<file path="config.mk">
export PLATFORM = sky130hd
export DESIGN_NAME = bdp_ctrl
export DESIGN_NICKNAME = d
export VERILOG_FILES = /design/src/include/bdp_pkg.sv /design/src/bdp_arb.sv /design/src/bdp_refresh.sv /design/src/bdp_ctrl.sv
export VERILOG_INCLUDE_DIRS = /design/src /design/src/include
export SDC_FILE = /design/constraint.sdc
export NUM_CORES = 1
export LEC_CHECK = 0
export ABC_AREA = 1
export BUFFER_PORTS_ARGS = -buffer_cell sky130_fd_sc_hd__clkbuf_2
export CAP_MARGIN = 20
export CORE_MARGIN = 3
export CORE_UTILIZATION = 57
export CTS_CLUSTER_DIAMETER = 50
export DETAILED_ROUTE_END_ITERATION = 10
export PLACE_DENSITY = 0.95
export SKIP_CTS_REPAIR_TIMING = 1
export SLEW_MARGIN = 25
export SYNTH_ARGS = -nofsm -noshare
export SYNTH_HDL_FRONTEND = slang
export SYNTH_SLANG_ARGS = --single-unit
</file>
<file path="constraint.sdc">
create_clock -name clk -period 6.9 [get_ports clk]
set_input_delay 0.69 -clock clk [delete_from_list [all_inputs] [get_ports clk]]
set_output_delay 0.69 -clock clk [all_outputs]
set_load 0.05 [all_outputs]
</file>
<file path="src/include/bdp_map.svh">
// register indices, field positions, reset values and timing figures
`ifndef BDP_MAP_SVH
`define BDP_MAP_SVH
`define BDP_IDX_STATCTL 8'h51
`define BDP_IDX_MODE 8'h53
`define BDP_IDX_TIMING 8'h54
`define BDP_IDX_REFPER 8'h55
`define BDP_IDX_STATUS 8'h60
`define BDP_BURST_BIT 6
`define BDP_DRAM_BIT 0
`define BDP_CAS_HI_LSB 6
`define BDP_CAS_LO_LSB 4
`define BDP_RAS_HI_LSB 2
`define BDP_RAS_LO_LSB 0
`define BDP_RST_REG 8'h00
`define BDP_RST_REFPER 8'hff
`define BDP_RAS_LO_BASE 3'h2
`define BDP_FIELD_BASE 3'h1
`define BDP_GRP 3'h4
`define BDP_COL_LAST 10'h3ff
`define BDP_RESP_OKAY 2'h0
`define BDP_RESP_SLVERR 2'h2
`endif

</file>
<file path="src/include/bdp_pkg.sv">
// types shared by the buffer dram page burst controller
package bdp_pkg;
  // one requester's offer to the buffer
  typedef struct packed {
    logic valid;
    logic write;
    logic final_grp;
    logic [2:0] avail;
    logic [19:0] addr;
    logic [7:0] wdata;
  } bdp_req_t;
  // dram pins as driven by the controller
  typedef struct packed {
    logic row_strobe_addr_pin;
    logic column_strobe_addr_pin;
    logic memory_output_enable_n;
    logic write_enable_n;
    logic [9:0] addr;
    logic [7:0] dq_out;
    logic dq_oe;
  } bdp_dram_t;
  typedef enum logic [2:0] {S_IDLE, S_ROW, S_CAS_LO, S_CAS_HI, S_REF, S_PRECH} bdp_st_t;
  typedef enum logic [1:0] {SRC_HOST, SRC_FMT, SRC_MCU, SRC_REF} bdp_src_t;
endpackage

</file>
<file path="src/bdp_arb.sv">
// rotating choice among the host, formatter and microcontroller requests
`timescale 1ns/10ps
module bdp_arb
  import bdp_pkg::*;
(
  // eligible requesters and last winner
  input wire logic [2:0] elig,
  input wire logic [1:0] last,
  // choice
  output logic [1:0] pick,
  output logic any
);
  logic [2:0] sum;
  logic [1:0] k;

  // scan downward so the nearest follower of the last winner overwrites
  always_comb
  begin
    pick = last;
    any = 1'b0;
    sum = 3'h0;
    k = 2'h0;
    for (int i = 3; i >= 1; i--)
    begin
      sum = {1'b0, last} + 3'(i);
      k = (sum >= 3'h3) ? 2'(sum - 3'h3) : sum[1:0];
      if (elig[k])
      begin
        pick = k;
        any = 1'b1;
      end
    end
  end
endmodule

</file>
<file path="src/bdp_refresh.sv">
// refresh interval timer and refresh row counter
`timescale 1ns/10ps
module bdp_refresh
  import bdp_pkg::*;
(
  // clock and reset
  input wire logic clk,
  input wire logic resetn,
  // control
  input wire logic enable,
  input wire logic [7:0] period,
  input wire logic done,
  // status
  output logic pend,
  output logic [8:0] row
);
  typedef struct packed {
    logic [8:0] cnt;
    logic pend;
    logic [8:0] row;
  } bdp_ref_st_t;
  bdp_ref_st_t s, next_s;

  // interval is the period with a one below it, in clocks
  always_comb
  begin
    next_s = s;
    // count runs from the interval less one down to zero, so ticks land exactly one interval apart
    if (!enable || s.cnt == 9'h000)
      next_s.cnt = {period, 1'b1} - 9'h001;
    else
      next_s.cnt = s.cnt - 9'h001;
    if (done)
    begin
      next_s.pend = 1'b0;
      next_s.row = s.row + 9'h001;
    end
    // a new tick wins over the clear
    if (enable && s.cnt == 9'h000)
      next_s.pend = 1'b1;
  end

  always_ff @(posedge clk or negedge resetn)
  begin
    if (!resetn)
      s <= '0;
    else
      s <= next_s;
  end

  assign pend = s.pend;
  assign row = s.row;
endmodule

</file>
<file path="src/bdp_ctrl.sv">
// buffer dram page burst controller with its axi4-lite register slave
//
// The AXI4-Lite slave port was decided locally.
`timescale 1ns/10ps
`include "bdp_map.svh"
module bdp_ctrl
  import bdp_pkg::*;
(
  // clock and reset
  input wire logic clk,
  input wire logic resetn,
  // axi4-lite write channels
  input wire logic [11:0] s_axi_awaddr,
  input wire logic s_axi_awvalid,
  output logic s_axi_awready,
  input wire logic [31:0] s_axi_wdata,
  input wire logic [3:0] s_axi_wstrb,
  input wire logic s_axi_wvalid,
  output logic s_axi_wready,
  output logic [1:0] s_axi_bresp,
  output logic s_axi_bvalid,
  input wire logic s_axi_bready,
  // axi4-lite read channels
  input wire logic [11:0] s_axi_araddr,
  input wire logic s_axi_arvalid,
  output logic s_axi_arready,
  output logic [31:0] s_axi_rdata,
  output logic [1:0] s_axi_rresp,
  output logic s_axi_rvalid,
  input wire logic s_axi_rready,
  // buffer requesters
  input wire bdp_req_t host_req,
  input wire bdp_req_t fmt_req,
  input wire bdp_req_t mcu_req,
  // per byte answers: bit 0 host, 1 formatter, 2 microcontroller
  output logic [2:0] byte_ack,
  output logic [7:0] rd_data,
  // dram pins
  output bdp_dram_t dram,
  input wire logic [7:0] dq_in
);
  typedef struct packed {
    bdp_st_t st;
    bdp_src_t src;
    logic [1:0] last;
    logic wr;
    logic [2:0] left;
    logic [19:0] addr;
    logic [2:0] cnt;
    bdp_dram_t dram;
    logic [2:0] ack;
    logic [7:0] rd;
    logic ref_done;
    logic [7:0] statctl;
    logic [7:0] mode;
    logic [7:0] timing;
    logic [7:0] refper;
    logic awready;
    logic wready;
    logic [7:0] widx;
    logic [7:0] wd;
    logic wstb;
    logic bvalid;
    logic [1:0] bresp;
    logic arready;
    logic rvalid;
    logic [1:0] rresp;
    logic [31:0] rdata;
  } bdp_ctrl_st_t;
  bdp_ctrl_st_t s, next_s;

  logic ref_pend;
  logic [8:0] ref_row;
  logic [2:0] elig;
  logic [1:0] pick;
  logic pick_any;
  logic burst_en;
  logic dram_mode;

  // bytes a requester may move now, zero when it may not be granted
  function automatic logic [2:0] grant_len(bdp_req_t r, logic burst);
    logic [2:0] n;
    n = (r.avail > `BDP_GRP) ? `BDP_GRP : r.avail;
    if (!r.valid)
      n = 3'h0;
    else if (burst && n < `BDP_GRP && !r.final_grp)
      n = 3'h0;
    return n;
  endfunction

  // two-bit timing field plus its base, in clocks
  function automatic logic [2:0] fld(logic [7:0] t, int lsb, logic [2:0] base);
    return 3'(t[lsb +: 2]) + base;
  endfunction

  // register index from a byte address
  function automatic logic [7:0] idx_of(logic [11:0] a);
    return a[9:2];
  endfunction

  function automatic logic mapped(logic [11:0] a);
    logic [7:0] i;
    i = idx_of(a);
    return a[11:10] == 2'h0 && (i == `BDP_IDX_STATCTL || i == `BDP_IDX_MODE
      || i == `BDP_IDX_TIMING || i == `BDP_IDX_REFPER || i == `BDP_IDX_STATUS);
  endfunction

  assign burst_en = s.statctl[`BDP_BURST_BIT];
  assign dram_mode = s.mode[`BDP_DRAM_BIT];

  // eligibility for the rotating grant
  always_comb
  begin
    elig[SRC_HOST] = grant_len(host_req, burst_en) != 3'h0;
    elig[SRC_FMT] = grant_len(fmt_req, burst_en) != 3'h0;
    elig[SRC_MCU] = mcu_req.valid;
  end

  bdp_arb u_arb (
    .elig(elig),
    .last(s.last),
    .pick(pick),
    .any(pick_any)
  );

  bdp_refresh u_ref (
    .clk(clk),
    .resetn(resetn),
    .enable(dram_mode),
    .period(s.refper),
    .done(s.ref_done),
    .pend(ref_pend),
    .row(ref_row)
  );

  // sequencer and register slave share one next-state process
  always_comb
  begin
    bdp_req_t r;
    logic [2:0] n;
    r = host_req;
    n = 3'h0;
    next_s = s;
    next_s.ack = 3'h0;
    next_s.ref_done = 1'b0;

    // dram sequencer
    case (s.st)
      S_IDLE:
      begin
        if (dram_mode && ref_pend)
        begin
          // refresh wins, but only at a burst boundary
          next_s.st = S_REF;
          next_s.src = SRC_REF;
          next_s.dram.row_strobe_addr_pin = 1'b0;
          next_s.dram.addr = {1'b0, ref_row};
          next_s.dram.memory_output_enable_n = 1'b1;
          next_s.dram.write_enable_n = 1'b1;
          next_s.cnt = fld(s.timing, `BDP_RAS_LO_LSB, `BDP_RAS_LO_BASE) - 3'h1;
        end
        else if (dram_mode && pick_any)
        begin
          case (pick)
            SRC_HOST:
            begin
              r = host_req;
              n = grant_len(host_req, burst_en);
            end
            SRC_FMT:
            begin
              r = fmt_req;
              n = grant_len(fmt_req, burst_en);
            end
            default:
            begin
              r = mcu_req;
              n = 3'h1;
            end
          endcase
          next_s.st = S_ROW;
          next_s.src = bdp_src_t'(pick);
          next_s.last = pick;
          next_s.wr = r.write;
          next_s.left = n;
          next_s.addr = r.addr;
          next_s.dram.row_strobe_addr_pin = 1'b0;
          next_s.dram.addr = r.addr[19:10];
          next_s.dram.write_enable_n = !r.write;
          next_s.dram.dq_oe = r.write;
        end
      end
      S_ROW:
      begin
        // column strobe one clock after the row strobe
        next_s.st = S_CAS_LO;
        next_s.dram.column_strobe_addr_pin = 1'b0;
        next_s.dram.addr = s.addr[9:0];
        next_s.dram.memory_output_enable_n = s.wr;
        next_s.dram.dq_out = s.src == SRC_FMT ? fmt_req.wdata
          : s.src == SRC_MCU ? mcu_req.wdata : host_req.wdata;
        next_s.ack[s.src] = s.wr;
        // first column low is the row low time less one clock
        next_s.cnt = fld(s.timing, `BDP_RAS_LO_LSB, `BDP_RAS_LO_BASE) - 3'h2;
      end
      S_CAS_LO:
      begin
        if (s.cnt != 3'h0)
          next_s.cnt = s.cnt - 3'h1;
        else
        begin
          // a read byte moves at the end of its column low time; a write byte moved as the column fell
          next_s.ack[s.src] = !s.wr;
          if (!s.wr)
            next_s.rd = dq_in;
          next_s.left = s.left - 3'h1;
          next_s.addr = s.addr + 20'h0_0001;
          next_s.dram.column_strobe_addr_pin = 1'b1;
          if (s.left == 3'h1 || s.addr[9:0] == `BDP_COL_LAST)
          begin
            // both strobes and the enables end together
            next_s.st = S_PRECH;
            next_s.dram.row_strobe_addr_pin = 1'b1;
            next_s.dram.memory_output_enable_n = 1'b1;
            next_s.dram.write_enable_n = 1'b1;
            next_s.dram.dq_oe = 1'b0;
            next_s.cnt = fld(s.timing, `BDP_RAS_HI_LSB, `BDP_FIELD_BASE) - 3'h1;
          end
          else
          begin
            next_s.st = S_CAS_HI;
            next_s.cnt = fld(s.timing, `BDP_CAS_HI_LSB, `BDP_FIELD_BASE) - 3'h1;
          end
        end
      end
      S_CAS_HI:
      begin
        if (s.cnt != 3'h0)
          next_s.cnt = s.cnt - 3'h1;
        else
        begin
          // next byte of the page, same row
          next_s.st = S_CAS_LO;
          next_s.dram.column_strobe_addr_pin = 1'b0;
          next_s.dram.addr = s.addr[9:0];
          next_s.dram.dq_out = s.src == SRC_FMT ? fmt_req.wdata
            : s.src == SRC_MCU ? mcu_req.wdata : host_req.wdata;
          next_s.ack[s.src] = s.wr;
          next_s.cnt = fld(s.timing, `BDP_CAS_LO_LSB, `BDP_FIELD_BASE) - 3'h1;
        end
      end
      S_REF:
      begin
        if (s.cnt != 3'h0)
          next_s.cnt = s.cnt - 3'h1;
        else
        begin
          next_s.st = S_PRECH;
          next_s.dram.row_strobe_addr_pin = 1'b1;
          next_s.ref_done = 1'b1;
          next_s.cnt = fld(s.timing, `BDP_RAS_HI_LSB, `BDP_FIELD_BASE) - 3'h1;
        end
      end
      S_PRECH:
      begin
        // row precharge; idle adds one more clock, so this is a floor
        if (s.cnt != 3'h0)
          next_s.cnt = s.cnt - 3'h1;
        else
          next_s.st = S_IDLE;
      end
      default:
        next_s.st = S_IDLE;
    endcase

    // write address and data are taken in either order
    if (s_axi_awvalid && s.awready)
    begin
      next_s.awready = 1'b0;
      next_s.widx = mapped(s_axi_awaddr) ? idx_of(s_axi_awaddr) : 8'h00;
    end
    if (s_axi_wvalid && s.wready)
    begin
      next_s.wready = 1'b0;
      next_s.wd = s_axi_wdata[7:0];
      next_s.wstb = s_axi_wstrb[0];
    end
    // commit once both halves are held
    if (!s.awready && !s.wready && !s.bvalid)
    begin
      next_s.bvalid = 1'b1;
      next_s.bresp = `BDP_RESP_OKAY;
      case (s.widx)
        `BDP_IDX_STATCTL:
          if (s.wstb)
            next_s.statctl = s.wd;
        `BDP_IDX_MODE:
          if (s.wstb)
            next_s.mode = s.wd;
        `BDP_IDX_TIMING:
          if (s.wstb)
            next_s.timing = s.wd;
        `BDP_IDX_REFPER:
          if (s.wstb)
            next_s.refper = s.wd;
        default:
          next_s.bresp = `BDP_RESP_SLVERR;
      endcase
    end
    if (s.bvalid && s_axi_bready)
    begin
      next_s.bvalid = 1'b0;
      next_s.awready = 1'b1;
      next_s.wready = 1'b1;
    end

    // reads answer one cycle after the address is taken
    if (s_axi_arvalid && s.arready)
    begin
      next_s.arready = 1'b0;
      next_s.rvalid = 1'b1;
      next_s.rresp = `BDP_RESP_OKAY;
      next_s.rdata = 32'h0000_0000;
      if (!mapped(s_axi_araddr))
        next_s.rresp = `BDP_RESP_SLVERR;
      else
      begin
        case (idx_of(s_axi_araddr))
          `BDP_IDX_STATCTL:
            next_s.rdata[7:0] = s.statctl;
          `BDP_IDX_MODE:
            next_s.rdata[7:0] = s.mode;
          `BDP_IDX_TIMING:
            next_s.rdata[7:0] = s.timing;
          `BDP_IDX_REFPER:
            next_s.rdata[7:0] = s.refper;
          default:
            next_s.rdata[14:0] = {ref_row, ref_pend, s.src, s.st};
        endcase
      end
    end
    if (s.rvalid && s_axi_rready)
    begin
      next_s.rvalid = 1'b0;
      next_s.arready = 1'b1;
    end
  end

  // pins idle high, data bus released, slave ready
  always_ff @(posedge clk or negedge resetn)
  begin
    if (!resetn)
    begin
      s <= '0;
      s.st <= S_IDLE;
      s.src <= SRC_HOST;
      s.last <= 2'h2;
      s.dram.row_strobe_addr_pin <= 1'b1;
      s.dram.column_strobe_addr_pin <= 1'b1;
      s.dram.memory_output_enable_n <= 1'b1;
      s.dram.write_enable_n <= 1'b1;
      s.statctl <= `BDP_RST_REG;
      s.mode <= `BDP_RST_REG;
      s.timing <= `BDP_RST_REG;
      s.refper <= `BDP_RST_REFPER;
      s.awready <= 1'b1;
      s.wready <= 1'b1;
      s.arready <= 1'b1;
    end
    else
      s <= next_s;
  end

  // every output is a field of the registered state
  assign s_axi_awready = s.awready;
  assign s_axi_wready = s.wready;
  assign s_axi_bresp = s.bresp;
  assign s_axi_bvalid = s.bvalid;
  assign s_axi_arready = s.arready;
  assign s_axi_rdata = s.rdata;
  assign s_axi_rresp = s.rresp;
  assign s_axi_rvalid = s.rvalid;
  assign byte_ack = s.ack;
  assign rd_data = s.rd;
  assign dram = s.dram;
endmodule

</file>
# ---- Yosys cells after proc, flatten, opt, wreduce, memory -nomap -nowiden
# Cells that the tools add are included.
dict set report word_totals {
  reg_bits 161
  inputBits 177
  out_inout_bits 75
  wordCells 273
}
dict set report op_classes {
  addsub 21
  magnitude_cmp 12
  eq_ne 34
  n_mux 91
  n_bitwise 5
  reduce_logical 75
}
# operator n
set op_table {}
lappend op_table {{$eq A8 B7 Y1 const B} 14}
lappend op_table {{$mux W33} 3}
lappend op_table {{$pmux W33 S2} 1}
lappend op_table {{$mux W3} 19}
lappend op_table {{$mux W23} 2}
lappend op_table {{$pmux W23 S2} 1}
lappend op_table {{$mux W36} 1}
lappend op_table {{$pmux W3 S6} 2}
lappend op_table {{$mux W8} 4}
lappend op_table {{$pmux W8 S4} 1}
lappend op_table {{$mux W31} 1}
lappend op_table {{$pmux W10 S3} 1}
lappend op_table {{$reduce_and A3 Y1} 9}
lappend op_table {{$mux W1} 22}
lappend op_table {{$mux W11} 2}
lappend op_table {{$mux W2} 11}
lappend op_table {{$reduce_bool A3 Y1} 7}
lappend op_table {{$add A20 B1 Y20 const B} 1}
lappend op_table {{$mux W18} 1}
lappend op_table {{$ne A2 B2 Y1 const B} 9}
lappend op_table {{$sub A3 B1 Y3 const B} 6}
lappend op_table {{$sub A9 B1 Y9 const B} 2}
lappend op_table {{$logic_and A1 B1 Y1} 17}
lappend op_table {{$pmux W8 S2} 1}
lappend op_table {{43 further kinds} 100}

# ---- Logic depth before layout (Yosys ltp)
# Gate-level depths: netlist of run 1.
dict set report logic_depth {
  word_depth 22
  depth_mapped 19
  depth_no_buf 18
}

# ---- Cells and area by module
# A second synthesis of run 1 with hierarchy kept.
dict set report unflattened {
  cells_unflattened 1165
  hier_area_um2 8929.8
}
# module instances cells_per_inst area_each_um2 seq_area_each_um2
set by_module_without_submodules {}
lappend by_module_without_submodules {bdp_ctrl 1 988 7632.3 3273.1}
lappend by_module_without_submodules {bdp_refresh 1 126 1066.0 475.5}
lappend by_module_without_submodules {bdp_arb 1 51 231.5 0.0}

# ---- Least setup slack after synthesis of run 1
# OpenSTA, ideal clock, no wires.
dict set report synth_path {
  path_type {register -> register}
  start {register, netlist name s[153]}
  end {register s[151] (netlist name)}
  setup_time_ps 134
  arrival_time_ps 2125
  required_ps 6766
  setup_slack_ps 4641
  stages_incl_launch_ff 18
  n_path_buf 1
  synth_period_minus_slack_ps 2259
  cell_sequence {dfstp_2 -> inv_1 -> ha_1 -> nor2_1 -> nor2_1 -> nand2_1 -> nand3_1 -> nand2_1 -> nand2_1 -> nand2_1 -> nand2_1 -> nand2_2 -> nand2_4 -> nor2_4 -> buf_6 -> nand2_1 -> nand4_1 -> o21ai_0}
}
dict set report synth_via {
  elab_chain_cells 13
}
# item line
set synth_lines {}
lappend synth_lines {{$add A2 B2 Y3} bdp_arb.sv:25} ;# sum = {1'b0, last} + 3'(i);
lappend synth_lines {{$ge A3 B2 Y1 or $sub A2 B2 Y2 (tied branches)} bdp_arb.sv:26} ;# k = (sum >= 3'h3) ? 2'(sum - 3'h3) : sum[1:0];
lappend synth_lines {{$mux W2} bdp_arb.sv:26}
lappend synth_lines {{$bmux W1 S2} bdp_arb.sv:27} ;# if (elig[k])
lappend synth_lines {{$mux W1 (implied by the code)} bdp_arb.sv:27}
lappend synth_lines {{$mux W2 (3 in a row)} bdp_arb.sv:27}
lappend synth_lines {{$eq A2 B1 Y1 or $logic_not A2 Y1 (tied branches)} bdp_ctrl.sv:164} ;# case (pick)
lappend synth_lines {{$pmux W33 S2} bdp_ctrl.sv:164}
lappend synth_lines {{$mux W33} bdp_ctrl.sv:162} ;# else if (dram_mode && pick_any)
lappend synth_lines {{$mux W33} bdp_ctrl.sv:151} ;# if (dram_mode && ref_pend)
lappend synth_lines {{$mux W33} bdp_ctrl.sv:148} ;# case (s.st)
lappend synth_lines {{end signal, assigned} bdp_ctrl.sv:371} ;# s <= next_s;
lappend synth_lines {{end, declared} bdp_ctrl.sv:70} ;# bdp_ctrl_st_t s, next_s;
# Parallel ways exist; a longest one is shown, timed or not. The select of a mux whose other input is x is not followed.
# A chain may end at the register's enable or synchronous reset.

# ---- Final worst setup path of run 1
dict set report layout_path {
  start {register, netlist name s[153]}
  end {register s[150] (netlist name)}
}
dict set report layout_via {
  elab_chain_cells 13
}
# item line
set layout_lines {}
lappend layout_lines {{$add A2 B2 Y3} bdp_arb.sv:25}
lappend layout_lines {{$ge A3 B2 Y1 or $sub A2 B2 Y2 (tied branches)} bdp_arb.sv:26}
lappend layout_lines {{$mux W2} bdp_arb.sv:26}
lappend layout_lines {{$bmux W1 S2} bdp_arb.sv:27}
lappend layout_lines {{$mux W1 (implied by the code)} bdp_arb.sv:27}
lappend layout_lines {{$mux W2 (3 in a row)} bdp_arb.sv:27}
lappend layout_lines {{$eq A2 B1 Y1 or $logic_not A2 Y1 (tied branches)} bdp_ctrl.sv:164}
lappend layout_lines {{$pmux W3 S2} bdp_ctrl.sv:164}
lappend layout_lines {{$mux W31} bdp_ctrl.sv:162}
lappend layout_lines {{$mux W23} bdp_ctrl.sv:151}
lappend layout_lines {{$pmux W23 S2} bdp_ctrl.sv:148}
# Parallel ways exist; a longest one is shown, timed or not. The select of a mux whose other input is x is not followed.

==> reports/qor_table.md, run 1 <==
| Result | This run |
|:---|:---|
| Status | complete, no violations |
| Number of max-slew violations in the final report | 0 |
| Share of cell area taken by muxes after synthesis | 0.0106 |
| Post-Route Skew | 0.00877 ns |
| CTS tree | yes |
| Hold Path Class | primary input to asynchronous set/reset pin |
| Area taken by flip-flops and latches | 3750 µm² |
| Final setup violation count | 0 |
| Category of the worst setup path capture point | register |
| Number of optimization iterations in the first detailed-route pass | 6 |
| Initial Util | 0.583 |
| Global routing usage summed across all routing layers | 0.261 |
| Port buffer count | 197 |
| RSZ-0062 raised after global routing | false |
| Maximum level of the CTS H-tree | 4 |
| Clock root cell | sky130_fd_sc_hd__clkbuf_16 |
| Commonest non-fill, non-tap cells in the layout | sky130_fd_sc_hd__nand2_1, sky130_fd_sc_hd__clkbuf_2, sky130_fd_sc_hd__dfrtp_1 |
| Number of remaining DRC errors | 0 |
| CTS max path bufs | 2 |
| Std cell rows | 44 |
| I/O pins | 252 |
| Core area | 14600 µm² |
| Synth warnings | 0 |
| Number of nets in the layout | 1407 |
| DRC marker count from the first detailed-route iteration | 776 |
| Routed length per placed instance | 15.4 µm |
| Biggest fanout along the worst timing path | 31 |
| Post-Syn Instances | 1082 |
| Post-synth EDFFs | 0 |
| Dominant register cell in the synthesized netlist | sky130_fd_sc_hd__dfrtp_1 |
| Part of the cycle the worst path needs | 0.529 |
| Share of cells above drive strength 1 | 0.229 |
| Post-synthesis instance area | 8510 µm² |
| Peak Freq | 0.274 GHz |
| Adder-cell area share of the yosys netlist | 0.0191 |
| Maximum number of pins on one net before global-route repair | 76 |
| Post-layout minimum cycle time | 3.65 ns |
| Worst VDD drop | 185 µV |
| Remaining number of nets flagged by the antenna check after routing | 0 |
| Proportion of register bits with asynchronous set or reset after synthesis | 1.00 |
| Leak Pwr | 5.00 nW |
| Floorplan die width | 128 µm |
| Share of the synthesized area in compound gates (AO/OA/AOI/OAI) | 0.148 |
| Simple logic cell fraction of the synthesized area | 0.240 |
| Detailed-placement wirelength estimate | 16100 µm |
| Count of clock tree sinks | 149 |
| Final wirelength | 21800 µm |
| Tightest Pin Transition | 0.925 ns |
| Number of antenna violations at the first check in global routing | 0 |
| WP data arrival | 4.00 ns |
| #FFs+latches synth | 149 |
| Clock input transition at the sequential cells of the worst setup and hold paths | 0.06 ns |
| Total negative slack for setup checks | 0 ns |
| CP Class | register to register |
| Hold violation count in the final report | 0 |
| Diodes inserted | 0 |
| Kind of launch point of the worst setup path | register |
| Critical path required time | 7.25 ns |
| Distinct cell type count of the synthesized netlist | 54 |
| Latest clock arrival within the worst-skew pair | 0.43 ns |
| Largest family of logic cells by synthesized area | simple AND/OR/NAND/NOR gates |
| Number of global-route vias before repair | 7352 |
| Detailed-route via count | 7937 |
| Y dimension of the die | 128 µm |
| Layout Cell Area excl Fill | 9740 µm² |
| Most common library cell in the layout ignoring fill and taps | sky130_fd_sc_hd__nand2_1 |
| MaxCap Viol Count | 0 |
| Last weighted congestion value of the routability-driven placer | 0.927 |
| Design Power | 0.00246 W |
| Die area | 16400 µm² |
| Headroom to the max-slew limit | 0.381 |
| Avg Synthesized Cell Area | 7.87 µm² |
| Power density over cell area | 252 nW/µm² |
| Syn-to-layout area delta | 14.5% |
| Post-synthesis xor/xnor area fraction | 0.0134 |
| Grt total ovfl | 0 |
| Multi-input gate area in the final layout | 3750 µm² |
| Clock buffer count from CTS | 17 |
| Sequential share of the synthesized area | 0.440 |
| Placed Instance Area | 9140 µm² |
| Fill count | 1166 |
| Wire length of the first global-routing pass | 34900 µm |
| Via density per instance | 5.61 |
## cell usage after synthesis, types with 5 or more instances
cell type	n	area [µm²]
sky130_fd_sc_hd__clkbuf_1	18	67.6
sky130_fd_sc_hd__nor3_1	13	65.1
sky130_fd_sc_hd__mux2_2	8	90.1
sky130_fd_sc_hd__a21oi_1	79	395
sky130_fd_sc_hd__nand3_1	80	400
sky130_fd_sc_hd__dfrtp_1	133	3330
sky130_fd_sc_hd__inv_2	5	18.8
sky130_fd_sc_hd__nor2_2	5	31.3
sky130_fd_sc_hd__buf_2	8	40.0
sky130_fd_sc_hd__a22o_1	6	52.6
sky130_fd_sc_hd__o21ai_0	102	510
sky130_fd_sc_hd__nand2_1	218	818
sky130_fd_sc_hd__nor2_1	94	353
sky130_fd_sc_hd__xor2_1	8	70.1
sky130_fd_sc_hd__xnor2_1	5	43.8
sky130_fd_sc_hd__inv_1	100	375
sky130_fd_sc_hd__nand4_1	33	206
sky130_fd_sc_hd__a221oi_1	6	52.6
sky130_fd_sc_hd__buf_4	73	548
sky130_fd_sc_hd__ha_1	13	163
sky130_fd_sc_hd__dfstp_2	16	420
## registers in the layout, indices dropped and copies added (netlist names)
| signal | count |
|---|---|
| rd_data | 8 |
| s_axi_rresp | 1 |
| u_ref.row | 9 |
| s_axi_arready | 1 |
| s_axi_rdata | 15 |
| dram_mode | 1 |
| u_ref.s | 9 |
| burst_en | 1 |
| u_ref.pend | 1 |
| s_axi_awready | 1 |
| s_axi_wready | 1 |
| s_axi_bvalid | 1 |
| byte_ack | 3 |
| dram | 23 |
| s_axi_rvalid | 1 |
| s_axi_bresp | 1 |
| s | 72 |
## final cells by class
class	count	area share
Clock buffer	17	0.0437
Sequential cell	149	0.385
Timing Repair Buffer	199	0.103
Tap cell	184	0.0236
Clock inverter	15	0.0173
Inverter	109	0.0421
Multi-Input combinational cell	741	0.385
## cells by family after synthesis
logic type | count (synthesis)
multiplexers | 8
AND/OR/NAND/NOR | 464
buffers and inverters | 210
XOR/XNOR | 13
flip-flops | 149
other | 1
adder cells (fa/ha/maj) | 13
AO/OA/AOI/OAI | 224
## per-stage QoR
step | utilization | cells | worst slack (ns) | hold slack, ns
2_1_floorplan | - | 1100 | 4.64 | 0.394
3_3_place_gp | 0.626 | 1382 | 3.09 | 0.418
3_5_place_dp | 0.627 | 1382 | 3.01 | 0.420
4_1_cts | 0.667 | 1414 | 2.96 | 0.302
5_1_grt | 0.668 | 1414 | 2.96 | 0.325
6_report | 0.668 | 1414 | 3.25 | 0.279
## layer usage
layer	GRT usage	vias to the layer above	share of wire	wire [µm]
met3	0.0563	31	0.085	1860
met1	0.351	3697	0.42	9130
met2	0.432	403	0.48	10500
met5	0	-	0	0
met4	0.0668	0	0.014	306
li1	-	3806	-	-
## critical path, cell delays in order (launching register included)
cell	delay, ns
sky130_fd_sc_hd__dfstp_2	0.55
sky130_fd_sc_hd__inv_1	0.07
sky130_fd_sc_hd__ha_1	0.40
sky130_fd_sc_hd__nand3_2	0.53
sky130_fd_sc_hd__nand2_1	0.27
sky130_fd_sc_hd__inv_1	0.11
sky130_fd_sc_hd__nand2_2	0.45
sky130_fd_sc_hd__nand2_4	0.33
sky130_fd_sc_hd__nor2_4	0.39
sky130_fd_sc_hd__nand3_1	0.11
sky130_fd_sc_hd__nand2_1	0.13
sky130_fd_sc_hd__nand2_1	0.06
sky130_fd_sc_hd__a21oi_1	0.16
## power by group
group          internal, W  leakage [nW]  total (W)  switching, W
clock network     0.000542         0.289   0.000932      0.000390
registers         0.000968          1.91    0.00103     0.0000641
logic             0.000131          2.80   0.000493      0.000362
## path summary, 6_finish.rpt
| kind | startpoint | endpoint | slack, ns | cells after the start |
|---|---|---|---|---|
| setup / recovery | s[153] | s[150] | 3.25 | 12 |
| hold / removal | resetn | rd_data[0] | 0.28 | 1 |
| setup reg to reg | s[153] | s[150] | 3.25 | 12 |
| hold reg to reg | u_ref.s[10] | u_ref.s[10] | 0.43 | 1 |
| max in group asynchronous | resetn | s[46] | 5.24 | 2 |
| min in group clk | u_ref.s[10] | u_ref.s[10] | 0.43 | 1 |
No activity file was read; power rests on OpenSTA's default activity.
==> inputs of run 2 (changes only) <==
- CORE_UTILIZATION: 57 -> 53
- PLACE_DENSITY: 0.95 -> 0.91
- clock period: 6.9 -> 3.42 ns (I/O delays scaled with it)
==> run 2 against run 1 <==
  * The run now ends with hold timing left
  * First-iteration DRC count shrank 23%
  * Clock skew is 0.0029 ns lower
  * Register-to-register slack got worse by 2.7 ns
  * Combinational power grew 100%
  * Worst setup slack lost 2.7 ns
  * Worst hold slack worse by 0.33 ns
  * Design area increased by 0.74%
  * Cell count up 2.5%
  * Sequential power up 100%
  * Global-route usage down 1.9 points
  * Flip-flop and latch count is the same
  * Via count shrank 1.1%
==> reports/qor_table.md, run 2 (same netlist as run 1, synthesis figures left out) <==
| Result | This run | vs previous |
|:---|:---|:---|
| Status | complete, but fails checks | was complete, no violations |
| Violations in the final reports | hold timing |  |
| Tightest Pin Transition | 0.784 ns | was 0.925 ns |
| Commonest non-fill, non-tap cells in the layout | sky130_fd_sc_hd__nand2_1, sky130_fd_sc_hd__clkbuf_2, sky130_fd_sc_hd__dfrtp_1 | unchanged |
| Die area | 17600 µm² | was 16400 µm² |
| Endpoint of the worst register-to-register path | dram[15] | was s[150] |
| Final wirelength | 21600 µm | was 21800 µm |
| Kind of launch point of the worst setup path | register | unchanged |
| Latest clock arrival within the worst-skew pair | 0.42 ns | was 0.43 ns |
| NetSw | 0.00159 W | was 0.000816 W |
| Design Power | 0.00487 W | was 0.00246 W |
| WP data arrival | 3.19 ns | was 4.00 ns |
| RSZ-0062 raised after global routing | false | unchanged |
| Global routing usage summed across all routing layers | 0.241 | was 0.261 |
| Worst VDD drop | 352 µV | was 185 µV |
| Number of nets in the layout | 1415 | was 1407 |
| Core area | 15500 µm² | was 14600 µm² |
| Number of global-route vias before repair | 7339 | was 7352 |
| Maximum number of pins on one net before global-route repair | 87 | was 76 |
| Part of the cycle the worst path needs | 0.841 | was 0.529 |
| Area taken by flip-flops and latches | 3750 µm² | unchanged |
| Power share of the combinational group | 0.206 | was 0.201 |
| Peak Freq | 0.348 GHz | was 0.274 GHz |
| Y dimension of the die | 133 µm | was 128 µm |
| Worst-case hold slack | -0.0484 ns | was 0.279 ns |
| Remaining number of nets flagged by the antenna check after routing | 0 | unchanged |
| Floorplan die width | 133 µm | was 128 µm |
| Syn-to-layout area delta | 15.3% | was 14.5% |
| Sw Share | 0.326 | was 0.332 |
| Most common library cell in the layout ignoring fill and taps | sky130_fd_sc_hd__nand2_1 | unchanged |
| Startpoint of the lowest-slack register-to-register path | s[153] | unchanged |
| CTS max path bufs | 2 | unchanged |
| Port buffer count | 197 | unchanged |
| Register ranked first by flip-flop count | s | unchanged |
| Final core area utilization | 0.634 | was 0.668 |
| DRC marker count from the first detailed-route iteration | 595 | was 776 |
| Power density over cell area | 496 nW/µm² | was 252 nW/µm² |
| Number of max-slew violations in the final report | 0 | unchanged |
| Final setup violation count | 0 | unchanged |
| Total negative slack for setup checks | 0 ns | unchanged |
| Post-Route Skew | 0.00590 ns | was 0.00877 ns |
| Multi-input gate area in the final layout | 3740 µm² | was 3750 µm² |
| Via density per instance | 5.42 | was 5.61 |
| Number of remaining DRC errors | 0 | unchanged |
| Hold violation count in the final report | 26 | was 0 |
| MaxCap Viol Count | 0 | unchanged |
| Grt total ovfl | 0 | unchanged |
| Detailed-placement wirelength estimate | 16000 µm | was 16100 µm |
| Hold Path Class | primary input to asynchronous set/reset pin | unchanged |
| Post-layout minimum cycle time | 2.87 ns | was 3.65 ns |
| Clock input transition at the sequential cells of the worst setup and hold paths | 0.06 ns | about the same |
| I/O pins | 252 | unchanged |
| Largest register FFs | 72 | unchanged |
| Diodes inserted | 0 | unchanged |
| Last weighted congestion value of the routability-driven placer | 0.868 | was 0.927 |
| Count of clock tree sinks | 149 | unchanged |
| Leak Pwr | 5.02 nW | was 5.00 nW |
| Worst reg-to-reg path cell count | 13 | was 12 |
| Sequential Power Share | 0.426 | was 0.420 |
| Critical path startpoint | s[153] | unchanged |
| Part of the total power dissipated in the clock network | 0.368 | was 0.379 |
| Biggest fanout along the worst timing path | 11 | was 31 |
| Headroom to the max-slew limit | 0.478 | was 0.381 |
| Fill count | 1310 | was 1166 |
| Share of cells above drive strength 1 | 0.230 | was 0.229 |
| Category of the worst setup path capture point | register | unchanged |
| Maximum level of the CTS H-tree | 4 | unchanged |
| Number of optimization iterations in the first detailed-route pass | 6 | unchanged |
| CP Class | register to register | unchanged |
| Internal Power | 0.00328 W | was 0.00164 W |
| CTS tree | yes | unchanged |
| Clock root cell | sky130_fd_sc_hd__clkbuf_16 | unchanged |
| Detailed-route via count | 7851 | was 7937 |
| Wire length of the first global-routing pass | 34900 µm | about the same |
| Clock buffer count from CTS | 17 | unchanged |
| Number of antenna violations at the first check in global routing | 0 | unchanged |
| Routed length per placed instance | 14.9 µm | was 15.4 µm |
| Setup slack on the worst flop-to-flop path | 0.55 ns | was 3.25 ns |
| Initial Util | 0.550 | was 0.583 |
| Critical path required time | 3.73 ns | was 7.25 ns |
| Std cell rows | 45 | was 44 |
-- run 2: changes by cell type in the layout (fill, tap and decap cells not counted), moves of 3 or more --
cell / before / now
sky130_fd_sc_hd__buf_4: 2 / 9
sky130_fd_sc_hd__clkinvlp_4: 2 / 6
sky130_fd_sc_hd__clkbuf_8: 0 / 3
sky130_fd_sc_hd__inv_6: 5 / 2
-- run 2: through the flow --
stage	std cells	setup slack, ns	area (µm²)	hold slack, ns
after floorplan	1100	1.16	8580	0.0464
after global placement	1417	0.701	9250	0.417
after detailed placement	1417	0.636	9250	0.422
after CTS	1449	0.613	9820	-0.0130
after global routing	1449	0.293	9820	0.0182
final	1449	0.545	9820	-0.0484
-- run 2: metal layers --
metal	global-route usage	vias to the layer above	part of all wire
li1	-	3815	-
met1	0.322	3610	0.43
met2	0.388	381	0.46
met3	0.0506	45	0.077
met4	0.0964	0	0.027
met5	0	-	0
-- run 2: area by class of cell --
type / instances / area share
flip-flops and latches: 149 / 0.382
clock buffers: 22 / 0.0483
well taps: 211 / 0.0269
clock inverters: 10 / 0.00994
inverters: 109 / 0.0418
multi-input cells: 741 / 0.381
repair buffers: 207 / 0.110
-- run 2: critical path: stages, from the launching register on --
cell and delay (ns):
sky130_fd_sc_hd__dfstp_2 0.55, sky130_fd_sc_hd__inv_1 0.07, sky130_fd_sc_hd__ha_1 0.40, sky130_fd_sc_hd__nor2_1 0.09, sky130_fd_sc_hd__nor2_1 0.14, sky130_fd_sc_hd__nand2_1 0.09, sky130_fd_sc_hd__nand3_1 0.13, sky130_fd_sc_hd__nand3_2 0.12
sky130_fd_sc_hd__nand2_1 0.13, sky130_fd_sc_hd__nand2_1 0.11, sky130_fd_sc_hd__nand2_1 0.32, sky130_fd_sc_hd__clkinv_1 0.36, sky130_fd_sc_hd__nor2_1 0.20, sky130_fd_sc_hd__a21oi_1 0.06
-- run 2: worst max path at each step --
stage	end	cells after the start
2_1_floorplan	s[151]	17
3_3_place_gp	dram[11]	13
3_5_place_dp	dram[15]	13
4_1_cts	dram[15]	13
5_1_grt	dram[16]	13
6_report	dram[15]	13
-- run 2: power groups by stage --
stage	Combinational (W)	Clock, W	Sequential, W
2_1_floorplan	0.000693	0	0.00216
3_3_place_gp	0.000971	0	0.00210
3_5_place_dp	0.00100	0	0.00210
4_1_cts	0.00101	0.00182	0.00207
5_1_grt	0.00110	0.00189	0.00210
6_report	0.00100	0.00179	0.00207
==> inputs of run 3 (changes only) <==
- clock period: 3.42 -> 2.76 ns (I/O delays scaled with it)
==> run 3 against run 2 <==
  * The run now ends clean
  * Sequential power increased by 25%
  * Clock skew rose by 0.00099 ns
  * Worst setup slack worse by 0.28 ns
  * Utilization increased by 1.5 points
  * Via count grew 2.7%
  * Routed wire length grew 3.2%
  * Global-route usage grew 0.92 points
  * Clock power is 45% higher
  * Flip-flop and latch count stayed put
  * Critical path depth grew 1
  * First-iteration DRC count is 21% higher
  * Die area stayed put
  * Critical path type unchanged
==> reports/qor_table.md, run 3 (same netlist as run 1, synthesis figures left out) <==
| Result | This run | vs previous |
|:---|:---|:---|
| Most common library cell in the layout ignoring fill and taps | sky130_fd_sc_hd__nand2_1 | unchanged |
| Hold violation count in the final report | 0 | was 26 |
| I/O pins | 252 | unchanged |
| Critical path required time | 3.10 ns | was 3.73 ns |
| Floorplan die width | 133 µm | unchanged |
| Worst VDD drop | 479 µV | was 352 µV |
| End point of the critical path | dram[22] | was dram[15] |
| Port buffer count | 197 | unchanged |
| Placed Cells | 1426 | was 1417 |
| CP Class | register to register | unchanged |
| Grt total ovfl | 0 | unchanged |
| Startpoint of the lowest-slack register-to-register path | s[153] | unchanged |
| Number of optimization iterations in the first detailed-route pass | 7 | was 6 |
| DRC marker count from the first detailed-route iteration | 717 | was 595 |
| WP data arrival | 2.83 ns | was 3.19 ns |
| Final setup violation count | 0 | unchanged |
| Remaining number of nets flagged by the antenna check after routing | 0 | unchanged |
| Clock root cell | sky130_fd_sc_hd__clkbuf_16 | unchanged |
| Global routing usage summed across all routing layers | 0.251 | was 0.241 |
| Number of global-route vias before repair | 7726 | was 7339 |
| Routed length per placed instance | 15.2 µm | was 14.9 µm |
| Status | complete, no violations | was complete, but fails checks |
| Register ranked first by flip-flop count | s | unchanged |
| Worst reg-to-reg path cell count | 14 | was 13 |
| Final cell count without fillers | 1461 | was 1449 |
| RSZ-0062 raised after global routing | false | unchanged |
| Post-layout minimum cycle time | 2.49 ns | was 2.87 ns |
| Post-Route Skew | 0.00688 ns | was 0.00590 ns |
| Commonest non-fill, non-tap cells in the layout | sky130_fd_sc_hd__nand2_1, sky130_fd_sc_hd__clkbuf_2, sky130_fd_sc_hd__dfrtp_1 | unchanged |
| Detailed-placement wirelength estimate | 16300 µm | was 16000 µm |
| Number of max-slew violations in the final report | 0 | unchanged |
| Share of cells above drive strength 1 | 0.239 | was 0.230 |
| Final wirelength | 22200 µm | was 21600 µm |
| Diodes inserted | 0 | unchanged |
| Syn-to-layout area delta | 18.0% | was 15.3% |
| Largest stage delay, worst path | 0.55 ns | about the same |
| Setup slack on the worst flop-to-flop path | 0.27 ns | was 0.55 ns |
| Headroom to the max-slew limit | 0.587 | was 0.478 |
| Multi-input gate area in the final layout | 3750 µm² | was 3740 µm² |
| Core area | 15500 µm² | unchanged |
| Number of antenna violations at the first check in global routing | 0 | unchanged |
| Std cell rows | 45 | unchanged |
| Total negative slack for setup checks | 0 ns | unchanged |
| Tightest Pin Transition | 0.619 ns | was 0.784 ns |
| Y dimension of the die | 133 µm | unchanged |
| Peak Freq | 0.401 GHz | was 0.348 GHz |
| Detailed-route via count | 8066 | was 7851 |
| Biggest fanout along the worst timing path | 7 | was 11 |
| Wire length of the first global-routing pass | 36500 µm | was 34900 µm |
| Die area | 17600 µm² | unchanged |
| Maximum number of pins on one net before global-route repair | 66 | was 87 |
| Design Power | 0.00644 W | was 0.00487 W |
| Critical path startpoint | s[153] | unchanged |
| Initial Util | 0.550 | unchanged |
| Via density per instance | 5.52 | was 5.42 |
| CTS max path bufs | 2 | unchanged |
| Number of remaining DRC errors | 0 | unchanged |
| Maximum level of the CTS H-tree | 4 | unchanged |
| Power density over cell area | 641 nW/µm² | was 496 nW/µm² |
| Fill count | 1273 | was 1310 |
| Count of clock tree sinks | 149 | unchanged |
| Layout Cell Area excl Fill | 10000 µm² | was 9820 µm² |
| Last weighted congestion value of the routability-driven placer | 0.915 | was 0.868 |
| CTS tree | yes | unchanged |
| Area taken by flip-flops and latches | 3750 µm² | unchanged |
| Leak Pwr | 5.14 nW | was 5.02 nW |
| Clock input transition at the sequential cells of the worst setup and hold paths | 0.06 ns | about the same |
| Number of nets in the layout | 1427 | was 1415 |
| Hold Path Class | primary input to register | was primary input to asynchronous set/reset pin |
| Placed Instance Area | 9310 µm² | was 9250 µm² |
| Kind of launch point of the worst setup path | register | unchanged |
| Latest clock arrival within the worst-skew pair | 0.42 ns | about the same |
| Cell chain of the critical path | inv_1, ha_4, inv_1, nand3_1, nand3b_1, nand2_1, inv_1, nand3_2, nand2_1, nand2_1, nand3_1, nor2_1, o31ai_1, a21oi_1 | was inv_1, ha_1, nor2_1, nor2_1, nand2_1, nand3_1, nand3_2, nand2_1, nand2_1, nand2_1, clkinv_1, nor2_1, a21oi_1 |
| Category of the worst setup path capture point | register | unchanged |
| Largest register FFs | 72 | unchanged |
| Endpoint of the worst register-to-register path | dram[22] | was dram[15] |
| MaxCap Viol Count | 0 | unchanged |
| Worst-case hold slack | 0.0232 ns | was -0.0484 ns |
| Critical path's slowest cell | sky130_fd_sc_hd__dfstp_2 | unchanged |
| Part of the cycle the worst path needs | 0.904 | was 0.841 |
| Clock buffer count from CTS | 17 | unchanged |
## run 3: cell types whose count changed in the layout (fill, tap and decap cells not counted), sizes merged
cell	before	now
bufinv	1	5
clkbuf	218	217
inv	107	106
clkinvlp	6	1
dlygate4sd3	0	1
clkinv	5	8
buf	11	22
## run 3: metal layers
metal,vias up,GRT usage,share of wire
met5,-,0,0
met4,0,0.0843,0.025
met3,58,0.0536,0.078
met2,407,0.411,0.48
met1,3766,0.333,0.42
li1,3835,-,-
## run 3: final cells by class
cell class	instances	area share
Clock inverter	11	0.0197
Inverter	109	0.0409
Clock buffer	21	0.0468
Tap cell	211	0.0263
Sequential cell	149	0.373
Multi-Input combinational cell	741	0.374
Timing Repair Buffer	219	0.119
## run 3: report_power, final
part	leakage, nW	internal (W)	switching (W)	total, W
Combinational	2.91	0.000350	0.000916	0.00127
Sequential	1.91	0.00242	0.000160	0.00258
Clock	0.324	0.00168	0.000909	0.00259
## run 3: worst max-delay path: cells and delay by family, from the launching register on
kind                     cells  cell delay [ns]
adder cells (fa/ha/maj)      1             0.31
AND/OR/NAND/NOR              8             1.00
buffers and inverters        3             0.24
AO/OA/AOI/OAI                2             0.30
flip-flops                   1             0.55
## run 3: stage by stage
stage          utilization  setup slack [ns]
3_3_place_gp         0.601             0.234
6_report             0.649             0.265
4_1_cts              0.645             0.167
5_1_grt              0.649            0.0554
3_5_place_dp         0.601             0.201
2_1_floorplan            -             0.501
## run 3: how the worst min path moves through the flow
stage | end | cells past startpoint | startpoint
after floorplan | burst_en | 0 | resetn
after global placement | s_axi_bvalid | 1 | resetn
after detailed placement | s_axi_bvalid | 1 | resetn
after CTS | s_axi_bvalid | 1 | resetn
after global routing | s_axi_bvalid | 2 | s_axi_bready
final | s_axi_arready | 2 | s_axi_arvalid
